`src/mgmt_sideband_regs.svh`:
```
// register offsets, field positions, reset values and timing figures of the sideband block
`ifndef MGMT_SIDEBAND_REGS_SVH
`define MGMT_SIDEBAND_REGS_SVH

// apb byte offsets
`define REG_STATUS        8'h00
`define REG_FLAGS         8'h04
`define REG_MASK          8'h08
`define REG_CONTROL       8'h0c

// status fields
`define ST_NOT_READY      0
`define ST_SELECTED       1
`define ST_LOW_POWER      2
`define ST_IN_RESET       3
`define ST_RESPONDING     4

// control fields
`define CTL_POWER_DOWN    0

// reset values
`define MASK_RST          12'h000
`define POWER_DOWN_RST    1'b0
`define PIN_IDLE          5'h1b

// timing figures as specified
`define CLK_MHZ           250
`define T_INIT_MS         2000
`define T_RESET_MIN_US    2
`define T_INT_OFF_US      500

`endif

```
`src/mgmt_sideband_pkg.sv`:
```
// types shared by the sideband management logic
package mgmt_sideband_pkg;

    // per-lane condition inputs, also the layout of the mask register
    typedef struct packed {
        logic [3:0] alarm;
        logic [3:0] tx_fault;
        logic [3:0] rx_los;
    } lane_events_t;

    // latched flags: lane flags plus the ready indication
    typedef struct packed {
        logic         ready;
        lane_events_t lane;
    } flag_vec_t;

    typedef enum logic [1:0] {
        st_held,
        st_init,
        st_run
    } init_state_t;

endpackage

```
`src/mgmt_sideband.sv`:
```
// sideband management, flag latching, interrupt and power control of a transceiver module
//
// Local design decisions: register access over APB and the register offsets.
`timescale 1ns/10ps
`include "mgmt_sideband_regs.svh"
// Behaviour
// - fully functional within 2000 ms of start
// - reset needs low pulse over 2 us
// - serial bus answered within 2000 ms
// - not-ready bit clears, interrupt asserts, within 2000 ms
// - ready shown by interrupt from not-ready clearing
// - low-power request lowers power within 100 us
// - interrupt condition drives output low within 200 ms
// - flags clear on read, interrupt releases within 500 us
// - release timed from clock fall after stop
// - receive loss sets flag and interrupt within 100 ms
// - other conditions set flag and interrupt within 200 ms
// - setting mask inhibits interrupt within 100 ms
// - clearing mask resumes interrupt within 100 ms
// - mask and power-down timed from clock fall after stop
// - select asserted: answer bus within 100 us
// - select released: stop answering within 100 us
// - power-down bit set lowers power within 100 ms
// - power-down bit cleared restores function within 300 ms
// - read-write module and lane mask bytes provided; only the 12-bit lane mask register exists, the ready flag has no mask

module mgmt_sideband
    import mgmt_sideband_pkg::*;
#(
    parameter int unsigned INIT_CYCLES   = `T_INIT_MS * 1000 * `CLK_MHZ,
    parameter int unsigned COMMIT_CYCLES = `T_INT_OFF_US * `CLK_MHZ
) (
    // clock and reset
    input  wire logic         clk_sys,
    input  wire logic         rst,
    // apb slave
    input  wire logic [7:0]   paddr,
    input  wire logic         psel,
    input  wire logic         penable,
    input  wire logic         pwrite,
    input  wire logic [31:0]  pwdata,
    output logic [31:0]       prdata,
    output logic              pready,
    output logic              pslverr,
    // host-facing pins
    input  wire logic         module_select_n,
    input  wire logic         module_reset_n,
    input  wire logic         low_power_request,
    input  wire logic         scl_in,
    input  wire logic         sda_in,
    output logic              interrupt_out_n,
    output logic              module_present_n,
    // module internals
    input  wire lane_events_t lane_events,
    output logic              serial_respond,
    output logic              low_power_state,
    output logic              module_held
);

    localparam int unsigned RESET_MIN_CYCLES = `T_RESET_MIN_US * `CLK_MHZ;
    localparam int unsigned RCW              = $clog2(RESET_MIN_CYCLES + 1);
    localparam int          NPIN             = 5;
    localparam logic [4:0]  PIN_IDLE_LVL     = `PIN_IDLE;

    // pin synchronisers
    logic [NPIN-1:0] pin_raw;
    logic [NPIN-1:0] sync1;
    logic [NPIN-1:0] sync2;
    logic [NPIN-1:0] sync3;
    logic [NPIN-1:0] pin_f;
    logic            sel_n_f;
    logic            rst_n_f;
    logic            lp_f;
    logic            scl_f;
    logic            sda_f;

    // control state
    init_state_t     state;
    logic [31:0]     init_cnt;
    logic [RCW-1:0]  rst_low_cnt;
    logic            rst_qualified;
    logic            ready_evt;
    flag_vec_t       flags;
    flag_vec_t       flag_snap;
    lane_events_t    mask_reg;
    lane_events_t    mask_eff;
    logic            pdown_reg;
    logic            pdown_eff;
    logic            pend;
    logic [31:0]     commit_cnt;
    logic            commit;
    logic            scl_prev;
    logic            sda_prev;
    logic            stop_armed;
    logic            stop_fall;
    logic            irq_raw;

    // apb decode
    logic            acc;
    logic            done;
    logic            hit;
    logic            wr_done;
    logic            rd_flags_done;
    logic [31:0]     next_rdata;

    assign pin_raw = {sda_in, scl_in, low_power_request, module_reset_n, module_select_n};

    // three stages; a level is accepted only once stages two and three agree
    genvar gi;
    generate
        for (gi = 0; gi < NPIN; gi++) begin : g_sync
            always_ff @(posedge clk_sys) begin
                if (rst) begin
                    sync1[gi] <= PIN_IDLE_LVL[gi];
                    sync2[gi] <= PIN_IDLE_LVL[gi];
                    sync3[gi] <= PIN_IDLE_LVL[gi];
                    pin_f[gi] <= PIN_IDLE_LVL[gi];
                end else begin
                    sync1[gi] <= pin_raw[gi];
                    sync2[gi] <= sync1[gi];
                    sync3[gi] <= sync2[gi];
                    if (sync2[gi] == sync3[gi]) begin
                        pin_f[gi] <= sync3[gi];
                    end
                end
            end
        end
    endgenerate

    assign sel_n_f = pin_f[0];
    assign rst_n_f = pin_f[1];
    assign lp_f    = pin_f[2];
    assign scl_f   = pin_f[3];
    assign sda_f   = pin_f[4];

    // reset pin low-time qualifier
    always_ff @(posedge clk_sys) begin
        if (rst || rst_n_f) begin
            rst_low_cnt <= '0; // short glitches restart the count
        end else if (rst_low_cnt != RCW'(RESET_MIN_CYCLES)) begin
            rst_low_cnt <= rst_low_cnt + RCW'(1);
        end
    end

    assign rst_qualified = (rst_low_cnt == RCW'(RESET_MIN_CYCLES));

    // initialisation sequence after power on or a qualified reset
    always_ff @(posedge clk_sys) begin
        if (rst) begin
            state     <= st_init;
            init_cnt  <= '0;
            ready_evt <= 1'b0;
        end else begin
            ready_evt <= 1'b0;
            if (rst_qualified) begin
                state    <= st_held;
                init_cnt <= '0;
            end else begin
                unique case (state)
                    st_held: begin
                        if (rst_n_f) begin
                            state <= st_init;
                        end
                    end
                    st_init: begin
                        if (init_cnt >= INIT_CYCLES - 1) begin
                            state     <= st_run;
                            ready_evt <= 1'b1;
                        end else begin
                            init_cnt <= init_cnt + 32'd1;
                        end
                    end
                    st_run: begin
                    end
                endcase
            end
        end
    end

    // apb handshake: one wait state, the transfer completes when pready is seen
    assign acc           = psel && penable && !pready;
    assign done          = psel && penable && pready;
    assign hit           = (paddr == `REG_STATUS) || (paddr == `REG_FLAGS) ||
                           (paddr == `REG_MASK) || (paddr == `REG_CONTROL);
    assign wr_done       = done && pwrite;
    assign rd_flags_done = done && !pwrite && (paddr == `REG_FLAGS);

    always_comb begin
        next_rdata = 32'h0000_0000;
        unique case (paddr)
            `REG_STATUS: begin
                next_rdata[`ST_NOT_READY]  = (state != st_run);
                next_rdata[`ST_SELECTED]   = !sel_n_f;
                next_rdata[`ST_LOW_POWER]  = low_power_state;
                next_rdata[`ST_IN_RESET]   = (state == st_held);
                next_rdata[`ST_RESPONDING] = serial_respond;
            end
            `REG_FLAGS: begin
                next_rdata[$bits(flag_vec_t)-1:0] = flags;
            end
            `REG_MASK: begin
                next_rdata[$bits(lane_events_t)-1:0] = mask_reg;
            end
            `REG_CONTROL: begin
                next_rdata[`CTL_POWER_DOWN] = pdown_reg;
            end
            default: begin
                next_rdata = 32'h0000_0000;
            end
        endcase
    end

    always_ff @(posedge clk_sys) begin
        if (rst) begin
            pready  <= 1'b0;
            pslverr <= 1'b0;
        end else begin
            pready  <= acc;
            pslverr <= acc && !hit;
        end
    end

    // read data is captured a cycle ahead so prdata is a plain flip-flop
    always_ff @(posedge clk_sys) begin
        if (rst) begin
            prdata <= 32'h0000_0000;
        end else if (acc) begin
            prdata <= pwrite ? 32'h0000_0000 : next_rdata;
        end
    end

    // only bits the host actually saw are cleared later
    always_ff @(posedge clk_sys) begin
        if (rst) begin
            flag_snap <= '0;
        end else if (acc) begin
            flag_snap <= flags;
        end
    end

    // writable registers; effect on the block waits for the commit point
    always_ff @(posedge clk_sys) begin
        if (rst || state == st_held) begin
            mask_reg <= `MASK_RST;
        end else if (wr_done && paddr == `REG_MASK) begin
            mask_reg <= pwdata[$bits(lane_events_t)-1:0];
        end
    end

    always_ff @(posedge clk_sys) begin
        if (rst || state == st_held) begin
            pdown_reg <= `POWER_DOWN_RST;
        end else if (wr_done && paddr == `REG_CONTROL) begin
            pdown_reg <= pwdata[`CTL_POWER_DOWN];
        end
    end

    // serial stop detection: sda rises with scl high, then the next scl fall
    always_ff @(posedge clk_sys) begin
        if (rst) begin
            scl_prev <= 1'b1;
            sda_prev <= 1'b1;
        end else begin
            scl_prev <= scl_f;
            sda_prev <= sda_f;
        end
    end

    always_ff @(posedge clk_sys) begin
        if (rst) begin
            stop_armed <= 1'b0;
        end else if (scl_f && scl_prev && sda_f && !sda_prev) begin
            stop_armed <= 1'b1;
        end else if (stop_fall) begin
            stop_armed <= 1'b0;
        end
    end

    assign stop_fall = stop_armed && scl_prev && !scl_f;

    // a pending clear or write commits at the anchor edge, or after a bounded
    // wait so an idle serial clock cannot hold the interrupt or mask forever
    assign commit = pend && (stop_fall || commit_cnt >= COMMIT_CYCLES - 1);

    always_ff @(posedge clk_sys) begin
        if (rst) begin
            pend       <= 1'b0;
            commit_cnt <= '0;
        end else if (rd_flags_done || (wr_done && hit)) begin
            pend       <= 1'b1;
            commit_cnt <= '0;
        end else if (commit) begin
            pend       <= 1'b0;
            commit_cnt <= '0;
        end else if (pend) begin
            commit_cnt <= commit_cnt + 32'd1;
        end
    end

    always_ff @(posedge clk_sys) begin
        if (rst || state == st_held) begin
            mask_eff <= `MASK_RST;
        end else if (commit) begin
            mask_eff <= mask_reg;
        end
    end

    always_ff @(posedge clk_sys) begin
        if (rst || state == st_held) begin
            pdown_eff <= `POWER_DOWN_RST;
        end else if (commit) begin
            pdown_eff <= pdown_reg;
        end
    end

    // latched flags; a new event in the clearing cycle survives the clear
    always_ff @(posedge clk_sys) begin
        if (rst || state == st_held) begin
            flags <= '0;
        end else begin
            flags.ready <= (flags.ready && !(rd_flags_done && flag_snap.ready)) ||
                           ready_evt;
            flags.lane  <= (flags.lane & ~(rd_flags_done ? flag_snap.lane : '0)) |
                           (state == st_run ? lane_events : '0);
        end
    end

    // ready flag cannot be masked; lane flags are gated by the committed mask
    assign irq_raw = flags.ready || |(flags.lane & ~mask_eff);

    // outputs, all registered
    always_ff @(posedge clk_sys) begin
        if (rst) begin
            interrupt_out_n <= 1'b1;
        end else begin
            // once low, release waits for the commit point after the clearing read
            interrupt_out_n <= !(irq_raw || (!interrupt_out_n && pend));
        end
    end

    always_ff @(posedge clk_sys) begin
        if (rst) begin
            module_present_n <= 1'b1;
        end else begin
            module_present_n <= 1'b0;
        end
    end

    // bus answers are gated off until init ends and while deselected
    always_ff @(posedge clk_sys) begin
        if (rst) begin
            serial_respond <= 1'b0;
        end else begin
            serial_respond <= (state == st_run) && !sel_n_f;
        end
    end

    always_ff @(posedge clk_sys) begin
        if (rst) begin
            low_power_state <= 1'b1;
        end else begin
            low_power_state <= lp_f || pdown_eff || (state != st_run);
        end
    end

    always_ff @(posedge clk_sys) begin
        if (rst) begin
            module_held <= 1'b0;
        end else begin
            module_held <= (state == st_held);
        end
    end

endmodule

```
`config.mk`:
```
export PLATFORM = sky130hd
export DESIGN_NAME = mgmt_sideband
export DESIGN_NICKNAME = d
export VERILOG_FILES = /design/src/mgmt_sideband_pkg.sv /design/src/mgmt_sideband.sv
export VERILOG_INCLUDE_DIRS = /design/src
export SDC_FILE = /design/constraint.sdc
export NUM_CORES = 1
export LEC_CHECK = 0
export ABC_AREA = 1
export BUFFER_PORTS_ARGS = -buffer_cell sky130_fd_sc_hd__buf_2
export CAP_MARGIN = 0
export CORE_AREA = 2 2 126 128
export CTS_CLUSTER_SIZE = 30
export DETAILED_ROUTE_END_ITERATION = 10
export DIE_AREA = 0 0 128 130
export HOLD_SLACK_MARGIN = 0.1
export PLACE_DENSITY = 0.78
export SYNTH_ARGS = -nofsm -noshare
export SYNTH_HDL_FRONTEND = slang
export SYNTH_SLANG_ARGS = --single-unit
```
`constraint.sdc`:
```
create_clock -name clk_sys -period 2.15 [get_ports clk_sys]
set_clock_uncertainty 0.05 [all_clocks]
set_input_delay 0.3225 -clock clk_sys [delete_from_list [all_inputs] [get_ports clk_sys]]
set_output_delay 0.3225 -clock clk_sys [all_outputs]
set_load 0.05 [all_outputs]
```
Yosys cells after proc, flatten, opt, wreduce, memory -nomap -nowiden. Index checks and enable logic that the tools add are counted.

Latch bits: 0. Bits of input ports: 62. Memories kept: 0. Output and inout bits: 39. Flip-flop bits (word level): 191. RAM bits: 0. Memory bits (read-only): 0.

Div/mod/pow operators: 0. $add $sub $neg: 3. Eq/ne operators: 17. Bitwise operators: 7. Muxes and demuxes: 17. Reduce and logical (&&, ||, !) cells: 54. Multipliers: 0. Order comparisons: 2. Shift-type cells: 0.

Operators with widths (count): $add 32x1->32 const B (2); $ge 32x17->1 const B (1); $ge 32x29->1 const B (1); $and 12x12->12 (2); $mux 12 (2); $not 12->12 (2); $logic_and 1x1->1 (20); $eq 8x4->1 const B (2); $pmux 7 s2 (1); $mux 13 (1); $logic_or 1x1->1 (12); $or 12x12->12 (1); $pmux 4 s3 (1); $reduce_or 12->1 (1); $add 9x1->9 const B (1); $eq 9x9->1 const B (1); $logic_not 1->1 (9); $ne 9x9->1 const B (1); $eq 8x3->1 const B (1); $logic_not 8->1 (1); $mux 1 (8); $ne 2x2->1 const B (3); $ne 3x3->1 const B (2); $reduce_and 3->1 (2); 13 further kinds (22).

Depth between registers and ports, before layout. Gate-level depths: netlist (run 1).

Word-level depth: 8. Depth in mapped cells: 13. Mapped depth without buffers: 12.

Worst setup path before layout (run 1). OpenSTA, ideal clock, no wires.

Path kind: register -> register. Start: register init_cnt[0]. End: register init_cnt[28]. Slack: 0.497 ns. Buffers on the path: 2. Period minus slack after synthesis: 1.653 ns. Stages on the path, launching flop included: 12. Data required time: 2.034 ns. Arrival time: 1.537 ns. Setup time: 0.066 ns. Cells stage by stage: dfxtp_1 ha_1 nand4_1 nor2_1 nand2_1 nand2_2 nand2_4 nand3_4 buf_8 buf_12 nand2_2 a21oi_2.

Cells in the longest elaborated chain, start to end: 3.

Ends and longest elaborated chain: from (decl) (line mgmt_sideband.sv:79) `logic [31:0] init_cnt;`; from (signal assigned) (line mgmt_sideband.sv:170) `init_cnt <= init_cnt + 32'd1;`; $ge 32x29->1 (line mgmt_sideband.sv:166) `if (init_cnt >= INIT_CYCLES - 1) begin`; $not 1->1 (no source line); $reduce_and 2->1 (no source line).

Several ways; a longest one is shown, not always the timed one. A chain may end at the register's enable or synchronous reset.

Worst setup path after layout (run 1).
Start: register init_cnt[31]. End: register init_cnt[23].

Cells in the longest elaborated chain, start to end: 3.

Ends and longest elaborated chain (line): $ge 32x29->1 (mgmt_sideband.sv:166); $not 1->1 (no source line); $reduce_and 2->1 (no source line).

Every way passes these cells.

==> flow_summary.toml, run 1 <==
[synth]
syn_inst = 1177
yosys.area.top_type_share_pct = 41.9
synth_largest_area_cell = "dfxtp_1"
synth.distinct_cells = 45
yosys_warnings = 0
synth_edf_count = 0
synth-async-reset-ratio_pct = 0
syn_avg_cell_area_um2 = 6.98
synth_seq_cells = 172
synthTopCellsByArea = "dfxtp_1 (42%), nand2_1 (12%), nor2_1 (7.6%)"
syn-cell-area_um2 = 8220
synth_flop_cell = "dfxtp_1"
ys_seq_area_share_pct = 41.9

[cells_and_area]
drive_above_1_share_pct = 13.0
antennaDiodeCount = 0
synthToLayoutAreaGrowth_pct = 13.8
reg.largest.list = "commit_cnt x32, init_cnt x32"
finalNetCount = 1316

[setup_path]
worstPathCellList = "nor3_1, o21ai_1, inv_1, nand2_1, inv_2, nand3_4, nand2_1, a21oi_1"
startpoint = "init_cnt[31]"
critPathArrivalTime_ns = 2.14
crit_slowest_cell = "nand3_4"
critPathMaxFanout = 29
r2r_start = "init_cnt[31]"
critPathMaxStageDelay_ns = 0.38
crit_path_end_kind = "flop"
crit_required_ns = 2.41
path_class = "flop to flop"
start_kind = "flop"
cpMostUsedCell = "nand2_1"

[pwr]
total_power_uw = 6460
peakVddDrop_mv = 0.563
pwr_density_cell_nw_per_um2 = 691
leakagePower_uw = 0.00347

[drt]
wirelength_mm = 19.0
firstDrtPassIters = 5
final_antenna_net_count = 0
drtIter0Drc = 561
vias_per_cell = 5.20
num_vias = 7571
detail_route.wl_per_cell_um = 13.1
drc = 0

[timing]
rsz0062_at_grt = "no"
max_slew_margin_pct = 58.9
drv_slew = 0
fmax_ghz = 0.533
whs_ns = 0.124
hold_violations = 0
setup_violations = 0
post-route-period-util_pct = 87.2
fin_tns_setup_ns = 0
period_minus_slack_ns = 1.88
worstMarginPinSlew_ns = 0.615

[global_routing]
grt_use_total_pct = 23.1
antenna_found_initial = 0
grt_pass1_vias = 6865
grt_overflow_total = 0
grt_start_max_net_pins = 35
grt_pass1_wl_mm = 31.1

[floorplanning]
core-area_um2 = 15400
initial_core_util_pct = 53.3
die_h_um = 130
dieArea_um2 = 16600
fp-row-count = 46
die_w_um = 128
ios = 101

[worst_hold_path]
hold_start = "lane_events[9]"
hold_path.class = "input pin to flop"

[place]
port_buffers = 61
place.gp.congestion = 0.886
hpwl_mm = 13.5

[run]
drv_cap = 0

[outcome]
status = "completed"

[clock_network]
postCtsSetupRepairBufs = 0
cts.clk_slew.worst_paths_ns = 0.07
cts_max_level = 4
clockBufferDepth = 2
worstSkewPairLatency_ns = 0.43
cts_tree = "built"
clockRootBuffer = "clkbuf_16"
cts_buffers = 17
clock-sinks = 172
-- critical path, delay by kind of cell, from the launching register on --
family / cells / cell delay (ns)
compound gates: 2 / 0.18
buf+inv: 2 / 0.27
flops: 1 / 0.32
simple gates: 4 / 0.94
-- cells by family (layout without fill, tap and decap cells) --
| kind of cell | count (synthesis) | in the layout | share of synthesized area (%) |
|---|---|---|---|
| and+or+nand+nor | 589 | 589 | 31.1 |
| AOI/OAI and AO/OA | 193 | 193 | 12.6 |
| buffers and inverters | 182 | 250 | 9.83 |
| DFF | 172 | 172 | 41.9 |
| xor gates and xnor gates | 35 | 35 | 3.73 |
| adders and majority gates | 4 | 4 | 0.609 |
| other | 1 | 19 | 0.0456 |
| muxes | 1 | 1 | 0.122 |
-- worst paths after layout --
kind,end,slack [ns],cells after the start
worst min register to register,sync2[4],0.35,1
worst max-delay path,init_cnt[23],0.27,8
worst min-delay path,flags[9],0.12,3
worst max register to register,init_cnt[23],0.27,8
-- timing repair --
action                                  4_1_cts  5_1_grt
hold buffers                                  9        0
resized for setup                             0        1
endpoints found under the setup margin        0       24
endpoints found under the hold margin         9        0
-- cells in the mapped netlist (all sizes together) (3+ instances only) --
library cell and n:
a21oi 110, buf 34, clkbuf 23, dfxtp 172
ha 4, inv 124, nand2 270, nand3 70
nand3b 10, nand4 25, nor2 171, nor3 23
nor4 3, o21ai 67, o22ai 10, or2 15
xnor2 12, xor2 23
-- cell usage in the layout, fill, tap and decap left out, types with 3 or more instances in the layout --
cell type      Yosys  routed
ha_1               4       4
nor4_1             3       3
xor2_1            23      23
o21ai_0           66      66
o22ai_1           10      10
nor3_1            22      22
buf_2              6      61
conb_1             1      19
a21oi_1           99      99
inv_6              0       4
xnor2_1           12      12
dlygate4sd3_1      0       9
nand2_1          255     255
nand3b_1          10      10
nand4_1           25      25
nand2_2           14      14
nor2_2             4       5
inv_2              3       3
buf_4             24      21
or2_2             13      13
nand3_1           68      68
clkbuf_16          0      17
inv_1            121     121
dfxtp_1          172     172
clkbuf_1          23       3
nor2_1           166     165
a21oi_2           11      10
clkinv_4           0       3
-- power breakdown --
part           total [uW]  switching (uW)  leakage [uW]  internal [uW]
Sequential           3240            16.4       0.00139           3220
Combinational         294             206       0.00181           88.9
Clock                2930            1290      0.000273           1640
-- metrics by stage --
stage	util, %	instances	cell area (um2)	setup slack [ns]
final	60.6	1455	9350	0.274
after global routing	60.6	1455	9350	0.0729
after CTS	60.6	1455	9340	0.0737
after detailed placement	56.4	1414	8690	0.0543
after global placement	56.4	1414	8690	0.111
after floorplan	-	1195	8290	0.497
-- area by class of cell --
class | instances | area [um2]
fill | 1383 | 6070
clock inverter | 11 | 109
clock buffer | 21 | 450
inverter | 125 | 469
tap | 192 | 240
timing repair buffer | 93 | 593
sequential | 172 | 3440
multi-input combinational | 841 | 4050
-- layer usage --
layer,share of wire [%],track usage [%],up-vias,wire (um)
met1,45,29.1,3428,8580
met3,5.3,5.08,40,1010
li1,-,-,3896,-
met4,2.8,9.70,0,534
met5,0,0,-,0
met2,47,38.7,207,8860
No activity file was read; power rests on OpenSTA's default activity.
==> run 2, diff against run 1 <==
--- a/config.mk
+++ b/config.mk
@@ -8,7 +8,6 @@
 export LEC_CHECK = 0
 export ABC_AREA = 1
 export BUFFER_PORTS_ARGS = -buffer_cell sky130_fd_sc_hd__buf_2
-export CAP_MARGIN = 0
 export CORE_AREA = 2 2 126 128
 export CTS_CLUSTER_SIZE = 30
 export DETAILED_ROUTE_END_ITERATION = 10
==> constraint.sdc (replaced) <==
create_clock -name clk_sys -period 2.15 [get_ports clk_sys]
set_clock_uncertainty 0.05 [all_clocks]
set_input_delay 0.43 -clock clk_sys [delete_from_list [all_inputs] [get_ports clk_sys]]
set_output_delay 0.43 -clock clk_sys [all_outputs]
set_load 0.05 [all_outputs]
==> run 2 against run 1 <==
Effect of this change:
- register-to-register slack worse by 0.02 ns
- worst setup slack got worse by 0.022 ns
- via count decreased by 1.2%
- final area fell by 0.79%
- critical path type unchanged
- largest cell class unchanged
- highest routed layer is now met5
==> flow_summary.toml, run 2 (synthesis gave the netlist of run 1 again) <==
[outcome]
status = "completed"

[timing]
hold_violations = 0
period_minus_slack_ns = 1.90
rsz0062_at_grt = "no"
whs_ns = 0.133
post-route-period-util_pct = 88.3
fin_tns_setup_ns = 0
fmax_ghz = 0.527
drv_slew = 0
setup_violations = 0
max_slew_margin_pct = 58.8
worstMarginPinSlew_ns = 0.616

[setup_path]
critPathMaxStageDelay_ns = 0.37
cp_top_family = "simple AND/OR/NAND/NOR gates"
crit_buf_inv = 0
crit_required_ns = 2.42
critPathArrivalTime_ns = 2.17
worstPathCellList = "ha_1, nand3_1, nor2_2, nand2_1, nor2_1, nand3_1, xor2_1, nor2_1"
crit_slowest_cell = "dfxtp_1"
start_kind = "flop"
critPathMaxFanout = 4
path_class = "flop to flop"
crit_path_end_kind = "flop"

[place]
place.gp.congestion = 0.871
hpwl_mm = 13.3
port_buffers = 61

[clock_network]
cts_max_level = 4
cts.clk_slew.worst_paths_ns = 0.06
cts_buffers = 17
postCtsSetupRepairBufs = 0
clockRootBuffer = "clkbuf_16"
worstSkewPairLatency_ns = 0.43
cts_tree = "built"
clock-sinks = 172
clockBufferDepth = 2

[cells_and_area]
synthToLayoutAreaGrowth_pct = 12.9
drive_above_1_share_pct = 12.9
antennaDiodeCount = 0
reg.largest.list = "commit_cnt x32, init_cnt x32"
seqCellArea_um2 = 3440
fill_cells = 1406
multi_input_comb_area_um2 = 4050
finalNetCount = 1306
utilization_pct = 60.1
mostFrequentLayoutCells = "nand2_1 (255), dfxtp_1 (172), nor2_1 (165), inv_1 (121), a21oi_1 (99)"
final_common_cell = "nand2_1"

[drt]
final_antenna_net_count = 0
firstDrtPassIters = 5
drc = 0
drtIter0Drc = 559
wirelength_mm = 18.8
detail_route.wl_per_cell_um = 13.0
vias_per_cell = 5.18
num_vias = 7482

[pwr]
comb_power_share_pct = 4.3
peakVddDrop_mv = 0.612
power_switching_uw = 1450
swShare_pct = 22.1
pwr-share-seq_pct = 49.2
leakagePower_uw = 0.00343
pwr_density_cell_nw_per_um2 = 708
clockPowerShare_pct = 46.4
p_int_uw = 5120

[global_routing]
antenna_found_initial = 1
grt_pass1_vias = 6785
grt_start_max_net_pins = 35
grt_use_total_pct = 23.2
grt_overflow_total = 0
grt_pass1_wl_mm = 31.1

[floorplanning]
die_h_um = 130
die_w_um = 128
fp-row-count = 46
dieArea_um2 = 16600
core-area_um2 = 15400
initial_core_util_pct = 53.3
ios = 101

[worst_hold_path]
hold_path.class = "input pin to flop"

[run]
drv_cap = 0
## run 2: cell types whose count changed in the layout (fill, tap and decap cells not counted)
| cell | previous run | this run |
|---|---|---|
| clkinv_2 | 2 | 3 |
| bufinv_16 | 1 | 3 |
| dlygate4sd3_1 | 9 | 0 |
| clkbuf_8 | 1 | 0 |
| buf_4 | 21 | 20 |
| inv_6 | 4 | 0 |
| clkinvlp_4 | 1 | 2 |
## run 2: final cells by class
| class | count | area share [%] |
|---|---|---|
| Inverter | 125 | 5.06 |
| Sequential cell | 172 | 37.1 |
| Clock buffer | 20 | 4.71 |
| Clock inverter | 11 | 1.58 |
| Tap cell | 192 | 2.59 |
| Timing Repair Buffer | 83 | 5.34 |
| Multi-Input combinational cell | 841 | 43.6 |
## run 2: final timing paths
kind,from,endpoint,slack (ns),cells after the start
worst max-delay path,commit_cnt[0],commit_cnt[20],0.25,8
worst min-delay path,scl_in,sync1[3],0.13,2
worst max register to register,commit_cnt[0],commit_cnt[20],0.25,8
worst min register to register,sync1[4],sync2[4],0.36,1
## run 2: through the flow
stage / worst slack, ns / std cells / total power (uW) / area (um2)
after global routing: 0.0171 / 1444 / 6790 / 9280
after global placement: 0.0844 / 1413 / 3580 / 8690
final: 0.252 / 1444 / 6570 / 9280
after detailed placement: 0.0492 / 1413 / 3590 / 8690
after floorplan: 0.484 / 1195 / 3530 / 8290
after CTS: 0.0406 / 1444 / 6620 / 9270
## run 2: worst reg2reg max path: cells and delay by family (launching register included)
family / cells / cell delay (ns)
flops: 1 / 0.37
xor+xnor: 1 / 0.16
simple gates: 6 / 1.00
fa+ha+maj: 1 / 0.22
## run 2: what timing repair did
| item | 4_1_cts | 5_1_grt |
|---|---|---|
| setup endpoints to repair | 0 | 24 |
| resized for setup | 0 | 1 |
| hold buffers | 0 | 0 |
## run 2: routing by layer
layer | vias up | GRT usage (%) | wire [um]
li1 | 3886 | - | -
met2 | 209 | 39.7 | 8920
met4 | 2 | 10.1 | 491
met5 | - | 0 | 7
met1 | 3354 | 29.0 | 8480
met3 | 31 | 4.06 | 926
## run 2: power groups by stage
stage                     combinational (uW)  clock [uW]  sequential, uW
after global placement                   278           0            3310
after detailed placement                 282           0            3310
final                                    284        3050            3240
after global routing                     310        3240            3240
after CTS                                284        3100            3230
after floorplan                          214           0            3310
==> run 3, diff against run 2 <==
--- a/config.mk
+++ b/config.mk
@@ -7,13 +7,13 @@
 export NUM_CORES = 1
 export LEC_CHECK = 0
 export ABC_AREA = 1
-export BUFFER_PORTS_ARGS = -buffer_cell sky130_fd_sc_hd__buf_2
 export CORE_AREA = 2 2 126 128
 export CTS_CLUSTER_SIZE = 30
 export DETAILED_ROUTE_END_ITERATION = 10
 export DIE_AREA = 0 0 128 130
+export DONT_BUFFER_PORTS = 1
 export HOLD_SLACK_MARGIN = 0.1
-export PLACE_DENSITY = 0.78
+export PLACE_DENSITY = 0.72
 export SYNTH_ARGS = -nofsm -noshare
 export SYNTH_HDL_FRONTEND = slang
 export SYNTH_SLANG_ARGS = --single-unit
==> constraint.sdc (replaced) <==
create_clock -name clk_sys -period 2.15 [get_ports clk_sys]
set_clock_uncertainty 0.05 [all_clocks]
set_input_delay 0.215 -clock clk_sys [delete_from_list [all_inputs] [get_ports clk_sys]]
set_output_delay 0.215 -clock clk_sys [all_outputs]
set_load 0.05 [all_outputs]
==> run 3 against run 2 <==
Effect of this change:
- fmax up 0.47%
- via count down 0.16%
- die area unchanged
- utilization up 0.78 points
- sequential share of layout area down 0.47 points
- final cell count down 1.5%
- sequential cell count unchanged
- critical path depth unchanged
- non-clock buffer count down 21
- critical endpoint unchanged
==> flow_summary.toml, run 3 (synthesis gave the netlist of run 1 again) <==
[timing]
worstMarginPinSlew_ns = 0.632
setup_violations = 0
period_minus_slack_ns = 1.89
fin_tns_setup_ns = 0
fmax_ghz = 0.529
post-route-period-util_pct = 87.9
max_slew_margin_pct = 57.7
whs_ns = 0.112
hold_violations = 0
drv_slew = 0
rsz0062_at_grt = "no"

[drt]
num_vias = 7470
final_antenna_net_count = 0
vias_per_cell = 5.25
firstDrtPassIters = 7
detail_route.wl_per_cell_um = 13.5
wirelength_mm = 19.2
drtIter0Drc = 490
drc = 0

[pwr]
pwr-share-seq_pct = 48.2
peakVddDrop_mv = 0.565
clockPowerShare_pct = 47.6
power_switching_uw = 1450
pwr_density_cell_nw_per_um2 = 716
comb_power_share_pct = 4.2
swShare_pct = 21.6
leakagePower_uw = 0.00336
p_int_uw = 5280

[floorplanning]
initial_core_util_pct = 53.3
die_h_um = 130
ios = 101
dieArea_um2 = 16600
die_w_um = 128
core-area_um2 = 15400
fp-row-count = 46

[setup_path]
start_kind = "flop"
crit_required_ns = 2.47
r2r_cells = 8
critPathArrivalTime_ns = 2.21
path_class = "flop to flop"
critPathMaxFanout = 4
crit_path_end_kind = "flop"

[place]
hpwl_mm = 13.5
place.gp.congestion = 0.871
port_buffers = 0

[global_routing]
grt_use_total_pct = 23.7
grt_overflow_total = 0
grt_pass1_wl_mm = 31.7
grt_pass1_vias = 6770
grt_start_max_net_pins = 38
antenna_found_initial = 0

[run]
drv_cap = 0

[worst_hold_path]
hold_path.class = "input pin to flop"
min_path_cells = 4

[cells_and_area]
mostFrequentLayoutCells = "nand2_1 (255), dfxtp_1 (172), nor2_1 (165), inv_1 (121), a21oi_1 (99)"
finalNetCount = 1285
reg.largest.list = "commit_cnt x32, init_cnt x32"
drive_above_1_share_pct = 8.94
antennaDiodeCount = 0
final_common_cell = "nand2_1"
synthToLayoutAreaGrowth_pct = 14.3

[clock_network]
clockBufferDepth = 2
cts_max_level = 4
postCtsSetupRepairBufs = 0
cts_tree = "built"
cts.clk_slew.worst_paths_ns = 0.06
clockRootBuffer = "clkbuf_16"
clock-sinks = 172
cts_buffers = 17
worstSkewPairLatency_ns = 0.43

[outcome]
status = "completed"
## run 3: cell count changes in the layout (fill, tap and decap cells not counted), sizes merged
cell	delta
bufinv	+1
buf	-53
dlygate4sd3	+32
clkinvlp	+2
clkinv	-3
## run 3: layer usage
metal,vias to the layer above,global-route usage (%),routed length [um]
met3,32,4.80,874
li1,3832,-,-
met1,3433,30.2,8880
met4,0,9.05,437
met5,-,0,0
met2,173,39.9,9000
## run 3: what timing repair did
action | in CTS | in global routing
hold endpoints to repair | 71 | 0
resized for setup | 1 | 0
hold buffers | 33 | 0
endpoints found under the setup margin | 3 | 0
## run 3: final timing paths
path                      start             end  slack, ns
setup / recovery  commit_cnt[0]  commit_cnt[20]       0.26
hold / removal              rst  commit_cnt[26]       0.11
setup reg to reg  commit_cnt[0]  commit_cnt[20]       0.26
hold reg to reg        sync1[2]        sync2[2]       0.35
## run 3: per-stage QoR
step           total power [uW]  utilization (%)  instances  cell area [um2]  setup WS, ns
6_report                   6730             60.9       1423             9400         0.261
5_1_grt                    6950             60.9       1423             9400        0.0968
4_1_cts                    6770             60.9       1423             9400         0.272
3_5_place_dp               3530             54.7       1359             8430       0.00384
3_3_place_gp               3530             54.7       1359             8430        0.0493
2_1_floorplan              3530                -       1195             8290         0.497
## run 3: final cells by class
class / instances / area [um2]
Fill cell: 1383 / 6030
Multi-Input combinational cell: 841 / 4050
Sequential cell: 172 / 3440
Timing Repair Buffer: 62 / 583
Inverter: 125 / 469
Clock buffer: 20 / 447
Tap cell: 192 / 240
Clock inverter: 11 / 169
## run 3: worst max-delay path, stage by stage, from the launching register on
cell     delay [ns]
dfxtp_1        0.37
ha_1           0.23
nand3_1        0.18
nor2_2         0.23
nand2_1        0.15
nor2_1         0.23
nand3_1        0.14
xor2_1         0.16
nor2_1         0.10
## run 3: power groups by stage
stage               registers [uW]  logic, uW  clock network (uW)
detailed placement            3310        221                   0
CTS                           3240        283                3250
global route                  3240        311                3400
finish                        3240        285                3200
global placement              3310        219                   0
floorplan                     3310        214                   0
